File: src/shared/irq_map.svh
`ifndef IRQ_MAP_SVH
`define IRQ_MAP_SVH

// register byte offsets on the plain register port
`define OFS_PRIMARY_EN   8'ha8
`define OFS_PRIMARY_PRI  8'hb8
`define OFS_EXT_EN1      8'he6
`define OFS_EXT_EN2      8'he7
`define OFS_EXT_PRI1     8'hf3
`define OFS_EXT_PRI2     8'hf4
`define OFS_PEND_LO      8'h10
`define OFS_PEND_HI      8'h11

// field positions
`define GLOBAL_EN_BIT    7
`define PRIMARY_SRC_CNT  7
`define EXT1_SRC_CNT     6
`define EXT2_SRC_CNT     2
`define PEND_LO_CNT      8
`define EXT_PIN0_SRC     0
`define EXT_PIN1_SRC     2
`define AUTO_CLR_CNT     4

// reset values
`define PRIMARY_PRI_RST  8'h80
`define REG_RST          8'h00

// vector layout
`define VEC_BASE         16'h0003
`define VEC_STEP         16'h0008
`define RESERVED_ORDERS  5'h02
`define FIRST_GAP_SRC    13

// timing in system clocks
`define DETECT_CYCLES    1
`define LONG_CALL_INSTR_CYCLES     4
`define MIN_RESPONSE     5
`define MAX_RESPONSE     18

`endif

File: src/shared/irq_pkg.sv
package irq_pkg;
    // call sequencer states, one-hot
    typedef enum logic [1:0] {
        ST_IDLE = 2'b01,
        ST_CALL = 2'b10
    } call_state_e;

    typedef logic [14:0] src_vec_t;
    typedef logic [3:0]  src_idx_t;
endpackage

File: src/two_level_interrupt_controller.sv
// Notes on behaviour
// - fifteen sources, each placed at low or high level.
// - a source event sets its pending flag regardless of its enable.
// - enabled pending source gets a long call at the next instruction boundary.
// - return instruction resumes the interrupted program; the core keeps the return address.
// - disabled sources raise no request; the program runs on.
// - global enable at primary bit seven gates every source request.
// - each source has its own enable bit in the enable registers.
// - only pin and timer 0/1 flags clear on vectoring; software clears others.
// - a flag still set after return re-enters after one more instruction.
// - a software write setting a flag vectors like a hardware event.
// - high level preempts low service; high service is never preempted.
// - each source has one priority bit, resetting to low.
// - higher level wins first, then lowest order number.
// - pending requests are sampled and decoded on every clock.
// - least response is one detect clock plus four call clocks.
// - after a return, one instruction completes before the pending call.
// - worst response is eighteen clocks through return and divide.
// - equal or higher service holds new requests until return plus one instruction.
// - vectors start at 0x0003, step eight per order, orders 13/14 reserved.
//
// Local design decisions: the register addresses and the address-and-strobe port.
`include "irq_map.svh"
`timescale 1ns/1ps
`default_nettype none

module two_level_interrupt_controller #(
    parameter int N_SRC        = 15,              // number of sources
    parameter int LONG_CALL_INSTR_CYCLES = `LONG_CALL_INSTR_CYCLES    // clocks of the long call
) (
    input  wire logic        clk,                 // system clock, 200 MHz
    input  wire logic        resetn,              // synchronous reset, active low
    input  wire logic [7:0]  reg_addr,            // register byte offset
    input  wire logic [7:0]  reg_wdata,           // register write data
    input  wire logic        reg_wr,              // write strobe
    input  wire logic        reg_rd,              // read strobe
    output logic      [7:0]  reg_rdata,           // read data, cycle after strobe
    input  wire logic [14:0] src_event,           // peripheral event pulses
    input  wire logic        external_irq_pin_zero, // async pin, rising edge event
    input  wire logic        external_irq_pin_one,  // async pin, rising edge event
    input  wire logic        instr_boundary,      // core: instruction completes now
    input  wire logic        return_from_irq_instr_done,           // core: return instruction completes now
    output logic             call_start,          // pulse: long call begins
    output logic      [15:0] call_vector,         // vector address of the call
    output logic             call_level,          // level of the call, 1 high
    output logic             call_busy,           // long call in progress
    output logic      [1:0]  in_service,          // active service level bits
    output logic      [14:0] pending              // pending flags
);

    // elaboration check
    if (N_SRC != 15 || LONG_CALL_INSTR_CYCLES < 1 || LONG_CALL_INSTR_CYCLES > 15) begin : g_bad_param
        $error("unsupported parameter values");
    end

    // map must cover every source exactly once
    if (`PRIMARY_SRC_CNT + `EXT1_SRC_CNT + `EXT2_SRC_CNT != N_SRC) begin : g_bad_map
        $error("enable map does not cover all sources");
    end

    // auto clear sources must sit in the low pending byte
    if (`AUTO_CLR_CNT > `PEND_LO_CNT || `EXT_PIN1_SRC >= `AUTO_CLR_CNT) begin : g_bad_clr
        $error("auto clear range outside low pending byte");
    end

    localparam int N_EXT1 = `PRIMARY_SRC_CNT + `EXT1_SRC_CNT;

    irq_pkg::call_state_e state_q;
    irq_pkg::src_vec_t    en_q;
    irq_pkg::src_vec_t    pri_q;
    irq_pkg::src_vec_t    pend_q;
    irq_pkg::src_vec_t    src_set;
    irq_pkg::src_vec_t    active;
    irq_pkg::src_idx_t    win_idx_q;
    irq_pkg::src_idx_t    win_idx_d;
    logic                 global_q;
    logic                 win_valid_q;
    logic                 win_valid_d;
    logic                 win_level_q;
    logic                 win_level_d;
    logic [1:0]           svc_q;
    logic [3:0]           call_cnt_q;
    logic [7:0]           rdata_q;
    logic                 start_q;
    logic [15:0]          vector_q;
    logic                 level_q;
    logic [2:0]           pin0_q;
    logic [2:0]           pin1_q;
    logic                 take_call;
    logic                 wr_pend_lo;
    logic                 wr_pend_hi;
    logic                 busy_q;
    logic                 lo_open;
    logic                 hi_open;
    logic                 seq_idle;
    logic                 win_live;
    logic                 core_ready;
    wire  [14:0]          pend_d;
    wire  [14:0]          req_lo;
    wire  [14:0]          req_hi;

    // order number to vector address
    function automatic logic [15:0] vector_of(input logic [3:0] idx);
        logic [4:0] order;
        order = {1'b0, idx};
        if (idx >= 4'(`FIRST_GAP_SRC)) begin
            order = order + `RESERVED_ORDERS;
        end
        vector_of = `VEC_BASE + 16'(order) * `VEC_STEP;
    endfunction

    // pin synchronisers plus edge history
    always_ff @(posedge clk) begin
        if (!resetn) begin
            pin0_q <= 3'h0;
            pin1_q <= 3'h0;
        end else begin
            pin0_q <= {pin0_q[1:0], external_irq_pin_zero};
            pin1_q <= {pin1_q[1:0], external_irq_pin_one};
        end
    end

    // hardware set sources, pins on rising edge
    // events set flags
    always_comb begin
        src_set = src_event;
        src_set[`EXT_PIN0_SRC] = src_event[`EXT_PIN0_SRC] | (pin0_q[1] & ~pin0_q[2]);
        src_set[`EXT_PIN1_SRC] = src_event[`EXT_PIN1_SRC] | (pin1_q[1] & ~pin1_q[2]);
    end

    assign wr_pend_lo = reg_wr && (reg_addr == `OFS_PEND_LO);
    assign wr_pend_hi = reg_wr && (reg_addr == `OFS_PEND_HI);

    // per source pending flag
    for (genvar i = 0; i < N_SRC; i++) begin : g_pend
        localparam int BIT = (i < `PEND_LO_CNT) ? i : i - `PEND_LO_CNT;
        logic sw_wr;
        logic sw_val;
        logic hw_clr;
        assign sw_wr  = (i < `PEND_LO_CNT) ? wr_pend_lo : wr_pend_hi;
        assign sw_val = reg_wdata[BIT];
        assign hw_clr = (i < `AUTO_CLR_CNT) && take_call && (win_idx_q == 4'(i));
        // software set as event
        // set beats any clear landing in the same cycle
        assign pend_d[i] = (src_set[i] || (sw_wr && sw_val)) ? 1'b1
                         : (sw_wr || hw_clr)                ? 1'b0
                         : pend_q[i];
    end

    // pending flag register, one writer for all bits
    always_ff @(posedge clk) begin
        if (!resetn) begin
            pend_q <= '0;
        end else begin
            pend_q <= pend_d;
        end
    end

    // enable and priority registers
    // per source enables
    always_ff @(posedge clk) begin
        if (!resetn) begin
            global_q <= 1'b0;
            en_q     <= '0;
            pri_q    <= '0;
        end else if (reg_wr) begin
            unique case (reg_addr)
                `OFS_PRIMARY_EN: begin
                    global_q <= reg_wdata[`GLOBAL_EN_BIT];
                    en_q[`PRIMARY_SRC_CNT-1:0] <= reg_wdata[`PRIMARY_SRC_CNT-1:0];
                end
                `OFS_EXT_EN1:     en_q[N_EXT1-1:`PRIMARY_SRC_CNT] <= reg_wdata[`EXT1_SRC_CNT-1:0];
                `OFS_EXT_EN2:     en_q[N_SRC-1:N_EXT1] <= reg_wdata[`EXT2_SRC_CNT-1:0];
                `OFS_PRIMARY_PRI: pri_q[`PRIMARY_SRC_CNT-1:0] <= reg_wdata[`PRIMARY_SRC_CNT-1:0];
                `OFS_EXT_PRI1:    pri_q[N_EXT1-1:`PRIMARY_SRC_CNT] <= reg_wdata[`EXT1_SRC_CNT-1:0];
                `OFS_EXT_PRI2:    pri_q[N_SRC-1:N_EXT1] <= reg_wdata[`EXT2_SRC_CNT-1:0];
                default: ;
            endcase
        end
    end

    // read data, one cycle after strobe
    always_ff @(posedge clk) begin
        if (!resetn) begin
            rdata_q <= `REG_RST;
        end else if (reg_rd) begin
            unique case (reg_addr)
                `OFS_PRIMARY_EN:  rdata_q <= {global_q, en_q[`PRIMARY_SRC_CNT-1:0]};
                `OFS_EXT_EN1:     rdata_q <= {2'h0, en_q[N_EXT1-1:`PRIMARY_SRC_CNT]};
                `OFS_EXT_EN2:     rdata_q <= {6'h00, en_q[N_SRC-1:N_EXT1]};
                `OFS_PRIMARY_PRI: rdata_q <= `PRIMARY_PRI_RST | {1'b0, pri_q[`PRIMARY_SRC_CNT-1:0]};
                `OFS_EXT_PRI1:    rdata_q <= {2'h0, pri_q[N_EXT1-1:`PRIMARY_SRC_CNT]};
                `OFS_EXT_PRI2:    rdata_q <= {6'h00, pri_q[N_SRC-1:N_EXT1]};
                `OFS_PEND_LO:     rdata_q <= pend_q[`PEND_LO_CNT-1:0];
                `OFS_PEND_HI:     rdata_q <= {1'b0, pend_q[N_SRC-1:`PEND_LO_CNT]};
                default:          rdata_q <= `REG_RST;
            endcase
        end else begin
            rdata_q <= `REG_RST;
        end
    end

    assign active = pend_q & en_q & {N_SRC{global_q}};

    // level gates from the service state
    // preemption by level
    assign lo_open = (svc_q == 2'b00);    // low waits for any running service
    assign hi_open = !svc_q[1];           // high never preempts high

    // per source requests split by level
    for (genvar i = 0; i < N_SRC; i++) begin : g_req
        assign req_lo[i] = active[i] && !pri_q[i] && lo_open;
        assign req_hi[i] = active[i] && pri_q[i] && hi_open;
    end

    // priority decode, lowest order wins within a level
    // level then order
    always_comb begin
        win_valid_d = 1'b0;
        win_level_d = 1'b0;
        win_idx_d   = 4'h0;
        for (int i = N_SRC - 1; i >= 0; i--) begin
            if (req_lo[i]) begin
                win_valid_d = 1'b1;
                win_level_d = 1'b0;
                win_idx_d   = 4'(i);
            end
        end
        for (int i = N_SRC - 1; i >= 0; i--) begin
            if (req_hi[i]) begin
                win_valid_d = 1'b1;
                win_level_d = 1'b1;
                win_idx_d   = 4'(i);
            end
        end
    end

    // one detect clock, decoded every cycle
    // sample each clock
    always_ff @(posedge clk) begin
        if (!resetn) begin
            win_valid_q <= 1'b0;
            win_level_q <= 1'b0;
            win_idx_q   <= 4'h0;
        end else begin
            win_valid_q <= win_valid_d;
            win_level_q <= win_level_d;
            win_idx_q   <= win_idx_d;
        end
    end

    // call taken at a boundary that is not the end of a return
    // call at boundary
    assign seq_idle   = (state_q == irq_pkg::ST_IDLE);
    assign win_live   = win_valid_q && pend_q[win_idx_q];   // winner is one cycle old, flag rechecked
    assign core_ready = instr_boundary && !return_from_irq_instr_done;        // never in the return's own cycle
    assign take_call  = seq_idle && win_live && core_ready;

    // busy flag mirrors the call sequencer
    // busy for the call clocks
    always_ff @(posedge clk) begin
        if (!resetn) begin
            busy_q <= 1'b0;
        end else if (take_call) begin
            busy_q <= 1'b1;
        end else if ((state_q == irq_pkg::ST_CALL) && (call_cnt_q == 4'h0)) begin
            busy_q <= 1'b0;
        end
    end

    // long call sequencer
    // four call clocks
    // worst case set by core timing
    always_ff @(posedge clk) begin
        if (!resetn) begin
            state_q    <= irq_pkg::ST_IDLE;
            call_cnt_q <= 4'h0;
        end else begin
            unique case (state_q)
                irq_pkg::ST_IDLE: begin
                    if (take_call) begin
                        state_q    <= irq_pkg::ST_CALL;
                        call_cnt_q <= 4'(LONG_CALL_INSTR_CYCLES - 1);
                    end
                end
                irq_pkg::ST_CALL: begin
                    if (call_cnt_q == 4'h0) begin
                        state_q <= irq_pkg::ST_IDLE;
                    end else begin
                        call_cnt_q <= call_cnt_q - 4'h1;
                    end
                end
            endcase
        end
    end

    // call outputs
    // vector address
    always_ff @(posedge clk) begin
        if (!resetn) begin
            start_q  <= 1'b0;
            vector_q <= 16'h0000;
            level_q  <= 1'b0;
        end else begin
            start_q <= take_call;
            if (take_call) begin
                vector_q <= vector_of(win_idx_q);
                level_q  <= win_level_q;
            end
        end
    end

    // in-service tracking per level
    // level service state
    always_ff @(posedge clk) begin
        if (!resetn) begin
            svc_q <= 2'b00;
        end else if (take_call) begin
            svc_q[win_level_q] <= 1'b1;
        end else if (return_from_irq_instr_done) begin
            if (svc_q[1]) begin
                svc_q[1] <= 1'b0;
            end else begin
                svc_q[0] <= 1'b0;
            end
        end
    end

    assign reg_rdata   = rdata_q;
    assign call_start  = start_q;
    assign call_vector = vector_q;
    assign call_level  = level_q;
    assign call_busy   = busy_q;
    assign in_service  = svc_q;
    assign pending     = pend_q;

endmodule // two_level_interrupt_controller

`default_nettype wire

File: config.mk
export PLATFORM = sky130hd
export DESIGN_NAME = two_level_interrupt_controller
export DESIGN_NICKNAME = d
export VERILOG_FILES = /design/src/shared/irq_pkg.sv /design/src/two_level_interrupt_controller.sv
export VERILOG_INCLUDE_DIRS = /design/src /design/src/shared
export SDC_FILE = /design/constraint.sdc
export NUM_CORES = 1
export LEC_CHECK = 0
export BUFFER_PORTS_ARGS = -buffer_cell sky130_fd_sc_hd__buf_4
export CAP_MARGIN = 25
export CORE_MARGIN = 2
export CORE_UTILIZATION = 55
export CTS_CLUSTER_DIAMETER = 120
export DETAILED_ROUTE_END_ITERATION = 16
export PLACE_DENSITY_LB_ADDON = 0.12
export SYNTH_ARGS = -nofsm -noshare
export SYNTH_HDL_FRONTEND = slang
export SYNTH_SLANG_ARGS = --single-unit
export TNS_END_PERCENT = 10
File: constraint.sdc
create_clock -name clk -period 2.97 [get_ports clk]
set_input_delay 0.297 -clock clk [delete_from_list [all_inputs] [get_ports clk]]
set_output_delay 0.297 -clock clk [all_outputs]
set_load 0.01 [all_outputs]
==> summary.md <==
| Metric | Value |
|---|---|
| Slack of the critical path | `roughly 800 ps` |
| Grt total ovfl | `0` |
| Post-synthesis cell count | `around 520` |
| Vias in the first global route | `3971` |
| Max_cap viols | `0` |
| Hold/Removal Path Class | `input port to flop` |
| Startpoint types | `flop` |
| Critical path endpoint category | `flop` |
| P_leak | `between 1.5 and 2 nW` |
| Worst path most repeated cell | `a21oi_1` |
| Total GRT Usage | `31.4%` |
| Ys async rst share | `0%` |
| # setup viols final | `0` |
| Least-Margin Pin Slew | `roughly 940 ps` |
| Via Count | `around 4300` |
| Post-synth top flop | `dfxtp_1` |
| EDFF count, synth | `0` |
| Die width | `~92 µm` |
| Rows | `32` |
| Register area share after synthesis | `39.0%` |
| FMAX | `between 0.4 and 0.5 GHz` |
| Hold-fix buffers at CTS | `0` |
| Fraction of layout cells with a size suffix above 1 | `around a fifth` |
| Via density | `~6.2` |
| Post CTS Setup Buffer Count | `0` |
| Clk Latency, worst-skew pair | `360 ps` |
| Slowest CP cell | `or3b_1` |
| Pint | `approximately 1.6 mW` |
| Area leader, netlist | `dfxtp_1` |
| Finished Cell Area | `around 5000 µm²` |
| RePlAce Congestion | `0.927` |
| Die ar. | `around 8500 µm²` |
| Clock slew at reported path FFs | `90 ps` |
| Hold Fails Final Rpt | `0` |
| Sequential power share | `between 50% and 60%` |
| Yosys cell types | `63` |
| Clock Path Buffers | `2` |
| Dpl cell area | `a little under 5000 µm²` |
| Status | `finished clean` |
| Most frequent cell after synthesis | `dfxtp_1` |
| Number of buffers inserted by port buffering | `73` |
| Boundary Pins | `83` |
| Top delay family on crit path | `simple AND/OR/NAND/NOR gates` |
| CTS tree | `yes` |
| Clock Skew | `roughly 9.4 ps` |
| Clock power frac | `38.6%` |
| Overall power | `2.18 mW` |
| Starting Density | `about 56%` |
| Hold Slack | `~130 ps` |
| CP cell instances | `or3b_1 > nor3_1 > o21bai_1 > a21oi_1 > o311ai_0 > a21oi_1` |
| Top-area cell type share of the netlist area | `a little under 40%` |
| Setup TNS | `0 ps` |
| Kind of critical path | `flop to flop` |
| Post-Syn Area | `between 4000 and 5000 µm²` |
| Post-Place Worst Slack | `just over 600 ps` |
| DRC Markers | `0` |
| Final WL | `approximately 13 mm` |
| Switching power total | `0.558 mW` |
| Post-route ant nets | `0` |
| Minimum clock period | `2190 ps` |
| Switching share of total power | `between 20% and 30%` |
| Largest stage delay, worst path | `~520 ps` |
| Drt wl/cell | `between 15 and 20 µm` |
| Pre-antenna DRT Iters | `7` |
| RSZ-0062 raised after global routing | `false` |
| CORE AREA | `7610 µm²` |
| Seq cells post-synth | `just over 80` |
| CP max FO | `8` |
| Nets | `~620` |
| Initial antenna violation count | `0` |
| Maximum vdd drop | `about 0.00024 V` |
| Buf/Inv on CP | `0` |
| Warnings, synthesis | `0` |
| Pins Over Slew Limit | `0` |
| H-tree depth | `3` |
| Synth area leaders | `dfxtp_1, a21oi_1, nand2_1` |
| Largest net degree at the start of global routing | `54` |
| Die Y | `92.0 µm` |
| CTS-repair resized insts | `0` |
| Critical Path RT | `roughly 3200 ps` |
| Clock Sinks | `just over 80` |
| Tcrit/Tclk final | `73.8%` |
| Post-DP HPWL | `between 9 and 10 mm` |
| Drt initial violations | `about 360` |
| Crit path DAT | `2420 ps` |
| Avg Cell Area, Syn | `around 8.2 µm²` |
| Combinational share of power | `7.9%` |
| Ant. Diodes | `0` |
| Area delta synth->final | `18.2%` |
| Clock Root Buffer | `clkbuf_8` |
| First-pass GRT wire length | `slightly above 20 mm` |
| Top post-synthesis cells by count | `dfxtp_1, nand2_1, a21oi_1` |
| Rel. slew slack | `a little under two fifths` |
| Power Dens Cells | `~430 nW/µm²` |
| Number of fill cells | `around 690` |
| Cts bufs inserted | `9` |
==> worst paths after layout <==
kind	from	to	slack, ps	cells past startpoint
max	global_q	win_idx_q[0]	780	6
min	return_from_irq_instr_done	in_service[1]	130	2
max reg2reg	global_q	win_idx_q[0]	780	6
min reg2reg	pin1_q[0]	pin1_q[1]	450	1
==> per-stage QoR <==
stage               util (%)  std cells
finish                  66.1        689
floorplan                  -        529
CTS                     66.1        689
global route            66.1        689
detailed placement      63.5        674
global placement        63.5        674
==> flip-flops by register name (all words and copies together) (netlist names) <==
name / count
en_q: 15
pin1_q: 3
state_q: 2
in_service: 2
call_vector: 6
call_level: 1
call_busy: 1
call_start: 1
call_cnt_q: 4
reg_rdata: 8
pending: 15
win_valid_q: 1
global_q: 1
win_idx_q: 4
win_level_q: 1
pri_q: 15
pin0_q: 3
==> routing by layer <==
layer	global-route usage [%]	share of wire, %	vias up
met4	13.9	3.4	0
met5	0	0	-
met2	50.2	47	222
met1	41.7	41	1998
met3	5.51	8.8	39
li1	-	-	1994
==> logic make-up after synthesis <==
logic type | synth area share, %
AOI/OAI and AO/OA | 17.3
adders and majority gates | 0.588
buffers and inverters | 6.14
DFF | 39.0
muxes | 7.52
other | 0.0881
and+or+nand+nor | 29.4
==> layout by cell type, fill, tap and decap left out, types with 3 or more instances in the layout <==
master / instances
nor3_1: 11
a21oi_1: 58
buf_4: 80
and2_1: 12
mux4_2: 3
nor2_1: 28
nand4_1: 18
o2111ai_1: 3
o21ai_0: 9
nor2b_1: 7
a221oi_1: 4
a211oi_1: 4
dfxtp_1: 83
nand3_1: 46
inv_1: 18
o21a_1: 3
nor3b_1: 3
conb_1: 9
and3_1: 3
mux2i_1: 23
nand3b_1: 8
o22ai_1: 3
or2_2: 4
a222oi_1: 9
nand2_1: 69
clkbuf_8: 10
a31oi_1: 7
or3_1: 4
nand2b_1: 5
==> worst reg2reg max path, cell delays in order (launching register included) <==
cell      delay, ps
dfxtp_1         430
or3b_1          530
nor3_1          320
o21bai_1        180
a21oi_1         110
o311ai_0        330
a21oi_1         150
==> power groups by stage <==
stage / combinational [mW] / clock, mW / sequential [mW]
finish: 0.172 / 0.842 / 1.17
global route: 0.185 / 0.889 / 1.17
CTS: 0.171 / 0.841 / 1.16
detailed placement: 0.171 / 0 / 1.19
global placement: 0.167 / 0 / 1.19
floorplan: 0.0797 / 0 / 1.18
==> area by class of cell <==
type                            instances  area [µm²]  area share (%)
Multi-Input combinational cell        390        2370            47.1
Sequential cell                        83        1660            33.0
Timing Repair Buffer                   80         601            11.9
Clock buffer                           10         138            2.74
Tap cell                              102         128            2.54
Inverter                               19        71.3            1.42
Clock inverter                          5        61.3            1.22
No activity file was read; power rests on OpenSTA's default activity.
